## src/psts_map.vh

```
// Register map, field layout and timing constants of the power-state
// slot sequencer. Definitions only; included by the sequencer module.
`ifndef PSTS_MAP_VH
`define PSTS_MAP_VH

// Register indices; byte address is four times the index
`define PS_IX_CTL 16'h4003
`define PS_IX_STAT 16'h400D
`define PS_IX_ONSRC 16'h400E
`define PS_IX_OFFSRC 16'h400F
`define PS_IX_ONSLOT 16'h4010
`define PS_IX_SLPSLOT 16'h4011
`define PS_IX_SWEN 16'h4012
`define PS_IX_HWSEL 16'h4013

// Control register fields
`define PS_B_SYSON 15
`define PS_B_SLEEP 14
`define PS_F_DLY 11:10
`define PS_B_AONKEEP 0
`define PS_DLY_RST 2'h2
`define PS_DLY_1MS 2'h2
`define PS_DLY_10MS 2'h3

// On/wake source masks
`define PS_OW_TRANS 16'h8000
`define PS_OW_GPIO 16'h0800
`define PS_OW_LOW_SUPPLY_THRESHOLD 16'h0400
`define PS_OW_CHG 16'h0100
`define PS_OW_WDOG 16'h0080
`define PS_OW_SW 16'h0040
`define PS_OW_RTC 16'h0020
`define PS_OW_PIN 16'h0010
`define PS_OW_RST 16'h0002
`define PS_OW_ONC 16'h0832
`define PS_OW_WKC 16'h0DF0

// Off source masks
`define PS_OF_SEQ 16'h1000
`define PS_OF_GPIO 16'h0800
`define PS_OF_SW 16'h0040
`define PS_OF_PIN 16'h0010

// Main state codes
`define PS_MS_OFF 5'h00
`define PS_MS_PROG 5'h0B
`define PS_MS_TRANS 5'h10
`define PS_MS_SLEEP 5'h1C
`define PS_MS_ON 5'h1F

// Items, slots and sequence kinds
`define PS_N_ITEM 10
`define PS_FOURTH_IDX 3
`define PS_AON_IDX 7
`define PS_SLOT_W 3
`define PS_SLOT_FIRST 3'h1
`define PS_SLOT_LAST 3'h5
`define PS_SLOT_NONE 3'h0
`define PS_K_ON 2'h0
`define PS_K_OFF 2'h1
`define PS_K_SLP 2'h2
`define PS_K_WK 2'h3

// Timing
`define PS_MCLK_MHZ 8'd25
`define PS_SLOT_US 24'd2000
`define PS_DLY1_US 24'd1000
`define PS_DLY10_US 24'd10000
`define PS_FAIL_US 26'd2000000

`endif

```

## src/psts_sequencer.v

```verilog
// Power-state slot sequencer: runs ON, OFF, SLEEP and WAKE sequences
// over five timed slots and keeps the power-state registers.
// Assumes an Avalon-MM master on mclk and synchronous event inputs.
//
// Notes on behaviour
// Transitions other than OFF from SLEEP run five consecutive slots of 2 ms each.
// ON slot stretches until every circuit enabled in it reports good.
// OFF, SLEEP and WAKE start after the programmed transition delay.
// Delay codes 00 and 01 none, 10 one ms, 11 ten ms; reset 10.
// Each item except the fourth converter takes one ON slot.
// Clock output and external enable also take ON and SLEEP slots.
// ON starts only while supply is above the good threshold.
// OFF switches ON-slot items off in reverse slot order.
// ON slots may change in ON; OFF uses the current ones.
// SLEEP disables each item except the fourth converter at its SLEEP slot.
// WAKE re-enables SLEEP-slot items in reverse order.
// SLEEP slots may change in SLEEP; WAKE uses the current ones.
// Items without ON slot may follow a hardware enable pin.
// In ON, items not pin-controlled are switchable by software.
// OFF disables unslotted items at once, except kept always-on one.
// ON unfinished after two seconds flags failure and forces OFF.
// Sequence failure disables everything immediately.
// Source registers change only on a new event of their kind.
// Reset-driven OFF then ON records a reset cause.
// System-on bit 15 shows ON or SLEEP; writing 0 requests OFF.
// Sleep bit 14 shows SLEEP; 1 requests SLEEP, 0 requests WAKE.
// On/wake source holds type bit 15 and cause flags 11, 10, 8 to 4 and 1.
// Low supply may wake, recorded at bit 10, but never turns ON.
// Main state reads 00 OFF, 10 in transition, 1C SLEEP, 1F ON.
// OFF in SLEEP disables everything but a kept always-on item at once, no slot sequence.
// Slot timer runs on mclk; requests wait for the running sequence.
//
// The Avalon-MM slave port was chosen for this implementation.
`timescale 1ns/10ps
`include "psts_map.vh"

module psts_sequencer #(
  parameter N_ITEM = `PS_N_ITEM,
  parameter [23:0] SLOT_CYC = `PS_SLOT_US * `PS_MCLK_MHZ,
  parameter [23:0] DLY1_CYC = `PS_DLY1_US * `PS_MCLK_MHZ,
  parameter [23:0] DLY10_CYC = `PS_DLY10_US * `PS_MCLK_MHZ,
  parameter [25:0] FAIL_CYC = `PS_FAIL_US * `PS_MCLK_MHZ
) (
  // Clock and reset
  input wire mclk,
  input wire rst_b,
  // Avalon-MM slave, byte address
  input wire [17:0] avs_address,
  input wire avs_read,
  input wire avs_write,
  input wire [31:0] avs_writedata,
  output wire [31:0] avs_readdata,
  output wire avs_waitrequest,
  // Events and supply status
  input wire ev_on_pin,
  input wire ev_on_gpio,
  input wire ev_rtc_alarm,
  input wire ev_charger,
  input wire ev_watchdog,
  input wire ev_low_supply,
  input wire ev_off_pin,
  input wire ev_off_gpio,
  input wire ev_reset,
  input wire supply_good,
  // Item power-good and hardware enable pins
  input wire [N_ITEM-1:0] power_good,
  input wire [N_ITEM-1:0] hw_enable_in,
  // Item enables; top two are clock output and external enable
  output wire [N_ITEM-1:0] item_en,
  output wire [4:0] main_state,
  output wire seq_fail
);

  localparam [4:0] S_OFF = 5'b00001;
  localparam [4:0] S_DLY = 5'b00010;
  localparam [4:0] S_SEQ = 5'b00100;
  localparam [4:0] S_ON = 5'b01000;
  localparam [4:0] S_SLP = 5'b10000;

  reg [4:0] st_q;
  reg [1:0] kind_q;
  reg [2:0] slot_q;
  reg [23:0] tmr_q;
  reg [25:0] fail_q;
  reg [N_ITEM-1:0] en_q;
  reg [4:0] ms_q;
  reg seq_fail_q;
  reg wait_q;
  reg [31:0] rdata_q;
  reg [1:0] dly_sel_q;
  reg aon_keep_q;
  reg [31:0] on_slot_q;
  reg [31:0] slp_slot_q;
  reg [N_ITEM-1:0] hw_sel_q;
  reg [15:0] onsrc_q;
  reg [15:0] offsrc_q;
  reg pw_q;
  reg po_q;
  reg ps_q;
  reg rst_q;
  reg [15:0] wc_q;
  reg [15:0] oc_q;

  wire [15:0] idx = avs_address[17:2];
  wire wr_go = avs_write & ~wait_q;
  wire wr_ctl = wr_go & (idx == `PS_IX_CTL);
  wire wr_swen = wr_go & (idx == `PS_IX_SWEN);
  wire sw_off = wr_ctl & ~avs_writedata[`PS_B_SYSON];
  wire sw_slp = wr_ctl & avs_writedata[`PS_B_SLEEP];
  wire sw_wake = wr_ctl & ~avs_writedata[`PS_B_SLEEP];

  // Per-item slot decode
  wire [N_ITEM-1:0] mon;
  wire [N_ITEM-1:0] msl;
  wire [N_ITEM-1:0] non;
  wire [N_ITEM-1:0] offnow;
  genvar gi;
  generate
    for (gi = 0; gi < N_ITEM; gi = gi + 1) begin : g_item
      wire [2:0] fon = on_slot_q[gi*`PS_SLOT_W +: `PS_SLOT_W];
      wire [2:0] fsl = slp_slot_q[gi*`PS_SLOT_W +: `PS_SLOT_W];
      wire fourth = (gi == `PS_FOURTH_IDX);
      // Fourth converter never sequenced; software, or its hardware pin when selected in hw_sel_q, owns it
      assign mon[gi] = ~fourth & (fon == slot_q);
      assign msl[gi] = ~fourth & (fsl == slot_q);
      assign non[gi] = fourth | (fon == `PS_SLOT_NONE);
      assign offnow[gi] = non[gi] &
        ~((gi == `PS_AON_IDX) & aon_keep_q);
    end
  endgenerate

  // Event collection
  wire [15:0] wset =
    (ev_on_pin ? `PS_OW_PIN : 16'h0000) |
    (ev_on_gpio ? `PS_OW_GPIO : 16'h0000) |
    (ev_rtc_alarm ? `PS_OW_RTC : 16'h0000) |
    (ev_charger ? `PS_OW_CHG : 16'h0000) |
    (ev_watchdog ? `PS_OW_WDOG : 16'h0000) |
    (ev_low_supply ? `PS_OW_LOW_SUPPLY_THRESHOLD : 16'h0000) |
    (sw_wake ? `PS_OW_SW : 16'h0000);
  wire [15:0] oset =
    (ev_off_pin ? `PS_OF_PIN : 16'h0000) |
    (ev_off_gpio ? `PS_OF_GPIO : 16'h0000) |
    (sw_off ? `PS_OF_SW : 16'h0000);

  wire st_off = st_q[0];
  wire st_on = st_q[3];
  wire st_slp = st_q[4];
  // Low supply is absent from the ON cause mask
  wire has_on = |(wc_q & `PS_OW_ONC) | rst_q;
  wire go_on = st_off & (pw_q | rst_q) & has_on & supply_good;
  wire go_off = st_on & po_q;
  wire go_slp = st_on & ~po_q & ps_q;
  wire go_kill = st_slp & po_q;
  wire go_wake = st_slp & ~po_q & pw_q;
  // Requests only clear in a settled state, so they wait out a sequence
  wire pw_clr = go_on | (st_off & ~has_on) | st_on | go_wake | go_kill;
  wire po_clr = go_off | go_kill | st_off;
  wire ps_clr = go_slp | st_off | st_slp;

  // Software control of items not pin-controlled, hardware-pin control of unsequenced items
  wire [N_ITEM-1:0] hwc = hw_sel_q & non;
  wire [N_ITEM-1:0] en_hw = (en_q & ~hwc) | (hw_enable_in & hwc);
  wire [N_ITEM-1:0] en_sw = wr_swen ?
    ((avs_writedata[N_ITEM-1:0] & ~hwc) | (hw_enable_in & hwc)) :
    en_hw;

  reg [23:0] dly_cyc;
  reg [N_ITEM-1:0] en_act;
  reg [31:0] rd_mux;
  always @* begin
    case (dly_sel_q)
      `PS_DLY_1MS: dly_cyc = DLY1_CYC;
      `PS_DLY_10MS: dly_cyc = DLY10_CYC;
      default: dly_cyc = 24'h000000;
    endcase
    case (kind_q)
      `PS_K_ON: en_act = en_q | mon;
      `PS_K_OFF: en_act = en_q & ~mon;
      `PS_K_SLP: en_act = en_q & ~msl;
      default: en_act = en_q | msl;
    endcase
    rd_mux = 32'h00000000;
    case (idx)
      `PS_IX_CTL: begin
        rd_mux[`PS_B_SYSON] = st_on | st_slp;
        rd_mux[`PS_B_SLEEP] = st_slp;
        rd_mux[`PS_F_DLY] = dly_sel_q;
        rd_mux[`PS_B_AONKEEP] = aon_keep_q;
      end
      `PS_IX_STAT: rd_mux[4:0] = ms_q;
      `PS_IX_ONSRC: rd_mux[15:0] = onsrc_q;
      `PS_IX_OFFSRC: rd_mux[15:0] = offsrc_q;
      `PS_IX_ONSLOT: rd_mux = on_slot_q;
      `PS_IX_SLPSLOT: rd_mux = slp_slot_q;
      `PS_IX_SWEN: rd_mux[N_ITEM-1:0] = en_q;
      `PS_IX_HWSEL: rd_mux[N_ITEM-1:0] = hw_sel_q;
      default: rd_mux = 32'h00000000;
    endcase
  end

  wire rev = (kind_q == `PS_K_OFF) | (kind_q == `PS_K_WK);
  wire last = rev ? (slot_q == `PS_SLOT_FIRST) : (slot_q == `PS_SLOT_LAST);
  wire pg_ok = &(~mon | power_good);
  wire slot_end = (tmr_q >= SLOT_CYC - 24'h000001);
  wire is_on = (kind_q == `PS_K_ON);

  // Bus slave: one wait cycle, then the request completes
  always @(posedge mclk) begin
    if (!rst_b) begin
      wait_q <= 1'b1;
      rdata_q <= 32'h00000000;
    end else begin
      wait_q <= ~((avs_read | avs_write) & wait_q);
      if (avs_read & wait_q) begin
        rdata_q <= rd_mux;
      end
    end
  end

  // Configuration registers and pending requests
  always @(posedge mclk) begin
    if (!rst_b) begin
      dly_sel_q <= `PS_DLY_RST;
      aon_keep_q <= 1'b0;
      on_slot_q <= 32'h00000000;
      slp_slot_q <= 32'h00000000;
      hw_sel_q <= {N_ITEM{1'b0}};
      pw_q <= 1'b0;
      po_q <= 1'b0;
      ps_q <= 1'b0;
      rst_q <= 1'b0;
      wc_q <= 16'h0000;
      oc_q <= 16'h0000;
    end else begin
      if (wr_ctl) begin
        dly_sel_q <= avs_writedata[`PS_F_DLY];
        aon_keep_q <= avs_writedata[`PS_B_AONKEEP];
      end
      // Slot maps are live, so edits change the next reverse sequence
      if (wr_go & (idx == `PS_IX_ONSLOT)) begin
        on_slot_q <= avs_writedata;
      end
      if (wr_go & (idx == `PS_IX_SLPSLOT)) begin
        slp_slot_q <= avs_writedata;
      end
      if (wr_go & (idx == `PS_IX_HWSEL)) begin
        hw_sel_q <= avs_writedata[N_ITEM-1:0];
      end
      // A new event in the clearing cycle survives
      pw_q <= (pw_q & ~pw_clr) | (|wset);
      wc_q <= (pw_clr ? 16'h0000 : wc_q) | wset;
      po_q <= (po_q & ~po_clr) | (|oset) | (ev_reset & ~st_off);
      oc_q <= (po_clr ? 16'h0000 : oc_q) | oset;
      ps_q <= (ps_q & ~ps_clr) | sw_slp;
      rst_q <= (rst_q & ~go_on) | ev_reset;
    end
  end

  // Sequencer
  always @(posedge mclk) begin
    if (!rst_b) begin
      st_q <= S_OFF;
      kind_q <= `PS_K_ON;
      slot_q <= `PS_SLOT_FIRST;
      tmr_q <= 24'h000000;
      fail_q <= 26'h0000000;
      en_q <= {N_ITEM{1'b0}};
      ms_q <= `PS_MS_OFF;
      seq_fail_q <= 1'b0;
      onsrc_q <= 16'h0000;
      offsrc_q <= 16'h0000;
    end else begin
      seq_fail_q <= 1'b0;
      case (st_q)
        S_OFF: begin
          ms_q <= `PS_MS_OFF;
          if (go_on) begin
            kind_q <= `PS_K_ON;
            slot_q <= `PS_SLOT_FIRST;
            tmr_q <= 24'h000000;
            fail_q <= 26'h0000000;
            st_q <= S_SEQ;
            ms_q <= `PS_MS_TRANS;
            onsrc_q <= (wc_q & `PS_OW_ONC) | `PS_OW_TRANS |
              (rst_q ? `PS_OW_RST : 16'h0000);
          end
        end
        S_ON: begin
          ms_q <= `PS_MS_ON;
          en_q <= en_sw;
          if (go_off) begin
            en_q <= en_sw & ~offnow;
            offsrc_q <= oc_q;
            kind_q <= `PS_K_OFF;
            tmr_q <= 24'h000000;
            st_q <= S_DLY;
            ms_q <= `PS_MS_TRANS;
          end else if (go_slp) begin
            kind_q <= `PS_K_SLP;
            tmr_q <= 24'h000000;
            st_q <= S_DLY;
            ms_q <= `PS_MS_TRANS;
          end
        end
        S_SLP: begin
          ms_q <= `PS_MS_SLEEP;
          en_q <= en_hw;
          if (go_kill) begin
            // No timed shutdown from SLEEP
            en_q <= en_hw & non & ~offnow;
            offsrc_q <= oc_q;
            st_q <= S_OFF;
            ms_q <= `PS_MS_OFF;
          end else if (go_wake) begin
            onsrc_q <= wc_q & `PS_OW_WKC;
            kind_q <= `PS_K_WK;
            tmr_q <= 24'h000000;
            st_q <= S_DLY;
            ms_q <= `PS_MS_TRANS;
          end
        end
        S_DLY: begin
          if (tmr_q >= dly_cyc) begin
            st_q <= S_SEQ;
            tmr_q <= 24'h000000;
            slot_q <= rev ? `PS_SLOT_LAST : `PS_SLOT_FIRST;
          end else begin
            tmr_q <= tmr_q + 24'h000001;
          end
        end
        S_SEQ: begin
          fail_q <= fail_q + 26'h0000001;
          if (is_on & (fail_q >= FAIL_CYC - 26'h0000001)) begin
            en_q <= {N_ITEM{1'b0}};
            seq_fail_q <= 1'b1;
            offsrc_q <= `PS_OF_SEQ;
            st_q <= S_OFF;
            ms_q <= `PS_MS_OFF;
          end else begin
            if (tmr_q == 24'h000000) begin
              en_q <= en_act;
            end
            if (slot_end) begin
              // Only ON waits on power-good; other kinds run on time
              if (~is_on | pg_ok) begin
                tmr_q <= 24'h000000;
                if (last) begin
                  case (kind_q)
                    `PS_K_OFF: begin
                      st_q <= S_OFF;
                      ms_q <= `PS_MS_OFF;
                    end
                    `PS_K_SLP: begin
                      st_q <= S_SLP;
                      ms_q <= `PS_MS_SLEEP;
                    end
                    default: begin
                      st_q <= S_ON;
                      ms_q <= `PS_MS_ON;
                    end
                  endcase
                end else begin
                  slot_q <= rev ? slot_q - 3'h1 : slot_q + 3'h1;
                end
              end
            end else begin
              tmr_q <= tmr_q + 24'h000001;
            end
          end
        end
        default: begin
          st_q <= S_OFF;
          ms_q <= `PS_MS_OFF;
        end
      endcase
    end
  end

  assign avs_readdata = rdata_q;
  assign avs_waitrequest = wait_q;
  assign item_en = en_q;
  assign main_state = ms_q;
  assign seq_fail = seq_fail_q;

endmodule // psts_sequencer

```

## config.mk

```make
export PLATFORM = sky130hd
export DESIGN_NAME = psts_sequencer
export DESIGN_NICKNAME = d
export VERILOG_FILES = /design/src/psts_sequencer.v
export VERILOG_INCLUDE_DIRS = /design/src /design/src/src
export SDC_FILE = /design/constraint.sdc
export NUM_CORES = 1
export LEC_CHECK = 0
export BUFFER_PORTS_ARGS = -buffer_cell sky130_fd_sc_hd__buf_2
export CORE_MARGIN = 1.5
export CORE_UTILIZATION = 55
export DETAILED_ROUTE_END_ITERATION = 6
export PLACE_DENSITY = 0.78
export SYNTH_ARGS = -nofsm -noshare
export SYNTH_HDL_FRONTEND = slang
export SYNTH_SLANG_ARGS = --single-unit
```

## constraint.sdc

```tcl
create_clock -name mclk -period 4.55 [get_ports mclk]
set_input_delay 0.2275 -clock mclk [delete_from_list [all_inputs] [get_ports mclk]]
set_output_delay 0.2275 -clock mclk [all_outputs]
set_load 0.01 [all_outputs]
```

==> out/results.tsv, run 1 <==
metric	value	unit
TritonRoute pass-1 iters	6	
top_reg_cell synth	dfxtp_1	
Hold Crit Start	supply_good	
arrival time at the worst endpoint	3.83	ns
initial core utilization	55.82	%
CP required	4.95	ns
Final Worst Setup Slack	1.126	ns
Slew @ Worst Pin	1.127	ns
CTS tree	built	
htree depth	1	
DRT iter0 DRCs	1008	
routability cong.	0.9879	
Avg Vias per Cell	6.167	
status	finished clean	
Fmax achieved	292.0	MHz
Worst R2R Start	dly_sel_q[1]	
worst vdd ir	0.2587	mV
GRT overflow	0	
Die Footprint	22080	sq um
Power Dens Cells	354.1	nW/um^2
Comb power frac	17.6	%
IO Pins	133	
DRC viols	0	
Fillers	1754	
Synth Register Bits	211	
Routed WL per cell	18.62	um
worst setup path category	register to register	
worst rel slew slack	24.27	%
fin. max-slew vios	0	
initial antenna violation count	1	
worst clock skew	0.007378	ns
Crit. End Element	register	
Final Hold Viols	0	
Flop pwr share	40.9	%
Final ANT Viol Nets	0	
number of global-route vias before repair	10831	
synth unique cells	89	
first-pass GRT wire length	54970	um
asr flop ratio synth	0	%
nets	1675	
Site Rows	53	
pre-CTS setup slack	1.167	ns
post-synthesis cell area	11660	sq um
DIE HEIGHT	148.6	um
# setup viols final	0	
sw frac	28.55	%
leak pwr	5.007	nW
Worst-Skew Late Latency	0.52	ns
commonest cells after routing, fill and taps aside	nand2_1 (258), dfxtp_1 (211), a21oi_1 (148)	
internal power	3.438	mW
hpwl dp	23330	um
Die W	148.6	um
# port buffers	129	
share of cells above drive strength 1	15.54	%
cells after synthesis	1450	
critical-path maximum fanout	9	
period utilization	75.26	%
DR vias	11502	
post-cts sizing count	0	
Synth Net Count	1554	
Clk pwr share	41.6	%
Post-synth EDFFs	0	
Seq/Total Area, Yosys	36.23	%
Hold WC Path Type	primary input to register	
setup_tns	0	ns
P_sw	1.374	mW
total of max-cap violations	0	
Root Buffer	clkbuf_16	
clk buf depth	3	
Sink Count	211	
Final min period	3.424	ns
Avg Inst Size Synth	8.041	sq um
Total Wirelength	34730	um
synth-to-layout area growth	16.54	%
largest net degree at the start of global routing	89	
# Post-CTS Setup Buffers	0	
number of buffers created by CTS	25	
commonest non-fill, non-tap cell in the layout	nand2_1	
RSZ-0062 raised after global routing	no	
clock-pin slew on the worst setup and hold paths	0.06	ns
Yosys Warn Count	0	
GR Util All Layers	30.89	%
CP Launch Type	register	
core outline area	20890	sq um
crit path from	dly_sel_q[1]	
kinds of logic after synthesis:
family | Yosys count | synth area share, %
flops | 211 | 36.23
xor+xnor | 80 | 6.009
simple gates | 611 | 25.16
mux | 59 | 5.913
compound gates | 343 | 19.81
fa+ha+maj | 20 | 2.146
buf+inv | 126 | 4.732
final timing paths:
check,cells past startpoint,slack (ns),to
worst min register to register,2,0.45,on_slot_q[31]
worst max register to register,10,1.13,tmr_q[3]
worst max-delay path,10,1.13,tmr_q[3]
worst min-delay path,4,0.04,rst_q
power groups by stage:
stage | clock [mW] | sequential, mW | combinational [mW]
2_1_floorplan | 0 | 1.97 | 0.606
3_3_place_gp | 0 | 2.00 | 0.781
3_5_place_dp | 0 | 2.00 | 0.796
4_1_cts | 2.02 | 1.96 | 0.830
5_1_grt | 2.09 | 1.97 | 0.913
6_report | 2.00 | 1.97 | 0.845
synth_stat cells (8+ instances only):
cell | n | area [sq um]
a211oi_1 | 10 | 75.07
nand3_1 | 57 | 285.3
nor3_1 | 44 | 220.2
a21boi_1 | 8 | 60.06
nand4_1 | 22 | 137.6
nor2_1 | 92 | 345.3
nand2b_1 | 13 | 81.33
nor4_1 | 11 | 68.82
and2_1 | 18 | 112.6
inv_1 | 30 | 112.6
o22ai_2 | 10 | 125.1
mux2i_1 | 46 | 460.4
and3_1 | 17 | 106.4
nor2b_1 | 26 | 162.7
ha_1 | 20 | 250.2
xnor2_1 | 67 | 586.8
xor2_1 | 13 | 113.9
dfxtp_1 | 211 | 4224
a21boi_0 | 27 | 202.7
o21ai_0 | 40 | 200.2
a22oi_1 | 10 | 75.07
buf_2 | 15 | 75.07
a21oi_1 | 148 | 740.7
a31oi_1 | 10 | 62.56
o221a_2 | 8 | 90.09
nand3b_1 | 8 | 60.06
nand2_1 | 258 | 968.4
clkbuf_1 | 64 | 240.2
timing repair:
action,CTS,global route
endpoints found under the setup margin,0,0
hold buffers,41,0
hold endpoints to repair,70,0
critical path, stage by stage (launching register included):
cell and delay [ns]:
dfxtp_1 0.51, nand2_1 0.23, ha_1 0.39, and4_1 0.20, a41oi_1 0.11, a31oi_1 0.24, nor4_2 0.10, nor3_1 0.48
or2_0 0.60, buf_4 0.33, o32ai_2 0.11
registers in the layout, indices dropped and copies added (netlist names), 4 cells and up:
| name | cells |
|---|---|
| hw_sel_q | 10 |
| fail_q | 26 |
| slp_slot_q | 32 |
| wc_q | 7 |
| avs_readdata | 32 |
| st_q | 5 |
| item_en | 10 |
| offsrc_q | 4 |
| tmr_q | 24 |
| on_slot_q | 32 |
| onsrc_q | 9 |
area by class of cell:
class / instances / area (sq um) / area share [%]
Antenna cell: 1 / 2.502 / 0.01842
Clock buffer: 32 / 671.9 / 4.945
Clock inverter: 13 / 142.6 / 1.050
Inverter: 32 / 120.1 / 0.8840
Multi-Input combinational cell: 1113 / 6889 / 50.70
Sequential cell: 211 / 4224 / 31.09
Tap cell: 275 / 344.1 / 2.532
Timing Repair Buffer: 188 / 1194 / 8.785
metrics by stage:
step	util, %	area (sq um)	instances	hold WS [ns]	power, mW
6_report	65.05	13590	1865	0.04247	4.811
5_1_grt	65.04	13590	1864	0.03190	4.969
4_1_cts	65.04	13590	1864	0.02000	4.811
3_5_place_dp	59.17	12360	1778	0.4469	2.799
3_3_place_gp	59.17	12360	1778	0.4337	2.783
2_1_floorplan	-	11660	1450	0.3434	2.578
per-layer routing:
metal  share of wire (%)  track usage [%]
met3                 9.6            6.166
met1                  42            40.42
met5                   0                0
met4                 3.1            10.79
met2                  46            50.74
No activity file was read; power rests on OpenSTA's default activity.
==> run 2, diff against run 1 <==
- clock period: 4.55 -> 3.23 ns (I/O delays scaled with it)
==> run 2 against run 1 <==
  * Highest routed layer unchanged
  * Via count decreased by 0.51%
  * Largest power group unchanged
  * Critical endpoint is now tmr_q[5]
  * Register-to-register slack worse by 0.73 ns
  * Flip-flop and latch count stayed put
  * Largest cell class unchanged
==> out/results.tsv, run 2 (synthesized netlist as in run 1, its figures left out) <==
metric	value	unit	change
status	finished clean		unchanged
number of global-route vias before repair	10906		was 10831
setup_tns	0	ns	unchanged
DRT iter0 DRCs	1148		was 1008
clk buf depth	3		unchanged
hpwl dp	23530	um	was 23330 um
Sink Count	211		unchanged
worst setup path category	register to register		unchanged
slowest library cell on the worst path	or2_1		was or2_0
commonest non-fill, non-tap cell in the layout	nand2_1		unchanged
Final min period	2.837	ns	was 3.424 ns
worst rel slew slack	43.88	%	was 24.27%
htree depth	1		unchanged
period utilization	87.85	%	was 75.26%
GR Util All Layers	31.27	%	was 30.89%
arrival time at the worst endpoint	3.27	ns	was 3.83 ns
routability cong.	0.9784		was 0.9879
CP required	3.67	ns	was 4.95 ns
first-pass GRT wire length	55580	um	was 54970 um
initial core utilization	55.82	%	unchanged
Root Buffer	clkbuf_16		unchanged
Site Rows	53		unchanged
synth-to-layout area growth	18.12	%	was 16.54%
Power Dens Cells	493.2	nW/um^2	was 354.1 nW/um^2
DIE HEIGHT	148.6	um	unchanged
worst clock skew	0.01881	ns	was 0.007378 ns
Min Hold Slack	0.1144	ns	was 0.04247 ns
Total Wirelength	34560	um	was 34730 um
DRC viols	0		unchanged
Slew @ Worst Pin	0.8418	ns	was 1.127 ns
leak pwr	5.102	nW	was 5.007 nW
total power	6.793	mW	was 4.811 mW
IO Pins	133		unchanged
Fmax achieved	352.4	MHz	was 292.0 MHz
number of buffers created by CTS	24		was 25
RSZ-0062 raised after global routing	no		unchanged
TritonRoute pass-1 iters	5		was 6
# setup viols final	0		unchanged
# Post-CTS Setup Buffers	0		unchanged
initial antenna violation count	2		was 1
# port buffers	129		unchanged
critical-path cell list	nand2b_1 -> inv_1 -> ha_1 -> and4b_1 -> o31ai_1 -> a31oi_1 -> nor4_2 -> nor3_1 -> or2_1 -> buf_4 -> o22ai_1		was nand2_1 -> ha_1 -> and4_1 -> a41oi_1 -> a31oi_1 -> nor4_2 -> nor3_1 -> or2_0 -> buf_4 -> o32ai_2
worst vdd ir	0.3837	mV	was 0.2587 mV
largest net degree at the start of global routing	78		was 89
commonest cells after routing, fill and taps aside	nand2_1 (258), dfxtp_1 (211), a21oi_1 (148)		unchanged
Routed WL per cell	18.38	um	was 18.62 um
share of cells above drive strength 1	16.26	%	was 15.54%
Worst-Skew Late Latency	0.52	ns	about the same
DR vias	11443		was 11502
Final Hold Viols	0		unchanged
critical-path maximum fanout	9		unchanged
fin. max-slew vios	0		unchanged
nets	1691		was 1675
Crit path largest cell delay	0.42	ns	was 0.60 ns
Die Footprint	22080	sq um	unchanged
total of max-cap violations	0		unchanged
CTS tree	built		unchanged
Die W	148.6	um	unchanged
GRT overflow	0		unchanged
Final ANT Viol Nets	0		unchanged
Hold WC Path Type	primary input to register		unchanged
Avg Vias per Cell	6.083		was 6.167
core outline area	20890	sq um	unchanged
clock-pin slew on the worst setup and hold paths	0.07	ns	was 0.06 ns
Crit. End Element	register		unchanged
CP Launch Type	register		unchanged
## run 2: cell count changes in the layout (fill, tap and decap cells not counted), sizes merged
cell         delta
dlygate4sd3     +4
clkinvlp        +1
clkinv          -3
buf            +13
bufinv          -1
clkbuf          +2
## run 2: where the power goes
part | total, mW | leakage, nW | internal (mW) | switching, mW
registers | 2.76 | 1.70 | 2.67 | 0.0968
logic | 1.22 | 2.99 | 0.493 | 0.728
clock network | 2.81 | 0.407 | 1.71 | 1.10
## run 2: what timing repair did
item,in CTS,in global routing
endpoints found under the setup margin,0,5
hold buffers,45,0
resized for setup,0,1
endpoints found under the hold margin,90,0
## run 2: routing by layer
layer  up-vias  part of all wire, %  track usage (%)
li1       5412                    -                -
met1      5379                   41            41.75
met2       559                   45            50.35
met3        93                   10            5.982
met4         0                  3.5            11.39
met5         -                    0                0
## run 2: layout make-up
| class | count | area, sq um |
|---|---|---|
| Multi-Input combinational cell | 1113 | 6889 |
| Tap cell | 275 | 344.1 |
| Sequential cell | 211 | 4224 |
| Clock inverter | 10 | 105.1 |
| Inverter | 32 | 120.1 |
| Fill cell | 1736 | 7116 |
| Antenna cell | 1 | 2.502 |
| Timing Repair Buffer | 205 | 1369 |
| Clock buffer | 34 | 719.4 |
## run 2: worst max-delay path, delay by kind of cell (launching register included)
family / cells / cell delay [ns]
buffers and inverters: 2 / 0.30
DFF: 1 / 0.39
adders and majority gates: 1 / 0.26
AOI/OAI and AO/OA: 3 / 0.49
and+or+nand+nor: 5 / 1.31
## run 2: stage by stage
step / utilization, % / area, sq um / worst slack, ns / std cells
after floorplan: - / 11660 / 0.6474 / 1450
after global placement: 59.82 / 12500 / 0.3714 / 1791
after detailed placement: 59.82 / 12500 / 0.2287 / 1791
after CTS: 65.92 / 13770 / 0.2219 / 1880
after global routing: 65.92 / 13770 / 0.1613 / 1880
final: 65.94 / 13770 / 0.3926 / 1881
## run 2: path summary, 6_finish.rpt
kind	from	to	slack, ns	cells after the start
worst max-delay path	dly_sel_q[0]	tmr_q[5]	0.39	11
worst min-delay path	hw_enable_in[5]	item_en[5]	0.11	5
worst max register to register	dly_sel_q[0]	tmr_q[5]	0.39	11
worst min register to register	slp_slot_q[31]	slp_slot_q[31]	0.45	2
==> run 3, diff against run 2 <==
- CAP_MARGIN: unset -> 20
- CORE_ASPECT_RATIO: unset -> 1.5
- RECOVER_POWER: unset -> 50
==> run 3 against run 2 <==
  * The run now ends with max-capacitance violations, max-slew violations left
  * Maximum frequency fell by 2.5%
  * Non-clock buffer count did not move
  * Via count rose by 0.79%
  * Critical endpoint is now tmr_q[9]
  * Largest cell class unchanged
==> out/results.tsv, run 3 (synthesized netlist as in run 1, its figures left out) <==
metric	value	unit	change
DRT iter0 DRCs	837		was 1148
htree depth	1		unchanged
Final min period	2.910	ns	was 2.837 ns
Placed Instances	1785		was 1791
Comb power frac	18.8	%	was 18.0%
Worst R2R Start	dly_sel_q[1]		was dly_sel_q[0]
initial antenna violation count	0		was 2
Routed WL per cell	19.08	um	was 18.38 um
number of global-route vias before repair	11074		was 10906
largest net degree at the start of global routing	118		was 78
commonest cells after routing, fill and taps aside	nand2_1 (258), dfxtp_1 (211), a21oi_1 (148)		unchanged
synth-to-layout area growth	17.00	%	was 18.12%
clk buf depth	3		unchanged
hpwl dp	24610	um	was 23530 um
Reg2Reg Setup Slack	0.32	ns	was 0.39 ns
total power	6.701	mW	was 6.793 mW
DR vias	11533		was 11443
number of cells on the worst hold path	4		was 5
internal power	4.761	mW	was 4.868 mW
initial core utilization	55.79	%	was 55.82%
IO Pins	133		unchanged
final instance area	13640	sq um	was 13770 sq um
period utilization	90.08	%	was 87.85%
GRT overflow	0		unchanged
RSZ-0062 raised after global routing	no		unchanged
fin. max-slew vios	33		was 0
worst rel slew slack	-15.18	%	was 43.88%
sw frac	28.95	%	was 28.34%
worst vdd ir	0.4472	mV	was 0.3837 mV
share of cells above drive strength 1	12.81	%	was 16.26%
Final ANT Viol Nets	0		unchanged
# setup viols final	0		unchanged
first-pass GRT wire length	56330	um	was 55580 um
DIE HEIGHT	181.3	um	was 148.6 um
clock-pin slew on the worst setup and hold paths	0.07	ns	about the same
CTS tree	built		unchanged
worst-case reg-to-reg path depth	10		was 11
Hold Crit Start	hw_enable_in[3]		was hw_enable_in[5]
r2r endpoint	tmr_q[9]		was tmr_q[5]
worst setup path category	register to register		unchanged
failing checks	max-capacitance violations, max-slew violations		
total of max-cap violations	1		was 0
leak pwr	4.848	nW	was 5.102 nW
worst clock skew	0.01322	ns	was 0.01881 ns
Layout Cells excl Fill	1868		was 1881
Sink Count	211		unchanged
Fmax achieved	343.7	MHz	was 352.4 MHz
Die W	121.9	um	was 148.6 um
Final Hold Viols	0		unchanged
critical-path maximum fanout	16		was 9
ant diodes	0		was 1
commonest non-fill, non-tap cell in the layout	nand2_1		unchanged
Avg Vias per Cell	6.174		was 6.083
Power Dens Cells	491.2	nW/um^2	was 493.2 nW/um^2
GR Util All Layers	31.79	%	was 31.27%
Total Wirelength	35650	um	was 34560 um
Flop pwr share	41.3	%	was 40.7%
DRC viols	0		unchanged
number of buffers created by CTS	22		was 24
Area after DPL	12500	sq um	about the same
nets	1689		was 1691
setup_tns	0	ns	unchanged
status	finished, violations left		was finished clean
core outline area	20900	sq um	was 20890 sq um
arrival time at the worst endpoint	3.33	ns	was 3.27 ns
crit path from	dly_sel_q[1]		was dly_sel_q[0]
# port buffers	129		unchanged
CP required	3.65	ns	was 3.67 ns
P_sw	1.940	mW	was 1.925 mW
Slew @ Worst Pin	1.728	ns	was 0.8418 ns
routability cong.	0.9219		was 0.9784
Site Rows	65		was 53
Clk pwr share	39.8	%	was 41.3%
CP Launch Type	register		unchanged
Root Buffer	clkbuf_16		unchanged
Die Footprint	22100	sq um	was 22080 sq um
Crit. End Element	register		unchanged
Worst-Skew Late Latency	0.51	ns	was 0.52 ns
Hold WC Path Type	primary input to register		unchanged
WHS Endpoint	item_en[3]		was item_en[5]
TritonRoute pass-1 iters	5		unchanged
Fillers	1726		was 1736
run 3: cell types whose count changed in the layout (fill, tap and decap cells not counted), sizes merged:
| cell | change |
|---|---|
| buf | -51 |
| bufinv | -1 |
| clkbuf | +51 |
| diode | -1 |
| clkinv | -3 |
| dlygate4sd3 | -1 |
run 3: worst max-delay path by stage:
| stage | end | slack [ns] | cells past startpoint |
|---|---|---|---|
| final | tmr_q[9] | 0.32 | 10 |
| after detailed placement | tmr_q[9] | 0.35 | 10 |
| after floorplan | slot_q[0] | 0.65 | 11 |
| after global routing | tmr_q[6] | 0.15 | 11 |
| after CTS | tmr_q[9] | 0.32 | 10 |
| after global placement | tmr_q[6] | 0.39 | 11 |
run 3: metrics by stage:
step,worst slack [ns],util (%),hold slack [ns]
5_1_grt,0.1530,65.27,0.1504
3_5_place_dp,0.3461,59.83,0.3974
6_report,0.3204,65.27,0.1086
2_1_floorplan,0.6474,-,0.2774
4_1_cts,0.3203,65.60,0.1018
3_3_place_gp,0.3900,59.83,0.3908
run 3: critical path, stage by stage (launching register included):
cell	delay [ns]
dfxtp_1	0.50
nand2_1	0.21
ha_1	0.32
and4b_1	0.19
o31ai_1	0.22
a31oi_1	0.15
nor4_2	0.33
nor3_1	0.14
or2_0	0.24
buf_4	0.22
o32ai_2	0.27
run 3: power groups by stage:
stage / combinational, mW / sequential [mW] / clock (mW)
4_1_cts: 1.25 / 2.77 / 2.68
2_1_floorplan: 0.854 / 2.78 / 0
3_5_place_dp: 1.19 / 2.82 / 0
6_report: 1.26 / 2.77 / 2.67
5_1_grt: 1.36 / 2.78 / 2.79
3_3_place_gp: 1.17 / 2.82 / 0
run 3: per-layer routing:
layer	GRT usage [%]	vias to the layer above	part of all wire (%)	routed length [um]
li1	-	5405	-	-
met1	35.93	5387	36	13010
met2	56.67	591	50	17960
met3	4.388	150	7.4	2649
met4	17.18	0	5.7	2029
met5	0	-	0	0
run 3: timing repair:
item,CTS,global route
gates resized for setup,0,0
hold endpoints to repair,90,0
buffers inserted,0,0
hold buffers,44,0
run 3: final cells by class:
type	instances	area, sq um	share of cell area (%)
Timing Repair Buffer	205	1306	9.575
Inverter	32	120.1	0.8805
Clock buffer	33	703.2	5.155
Multi-Input combinational cell	1113	6889	50.50
Clock inverter	6	63.81	0.4678
Sequential cell	211	4224	30.96
Tap cell	268	335.3	2.458
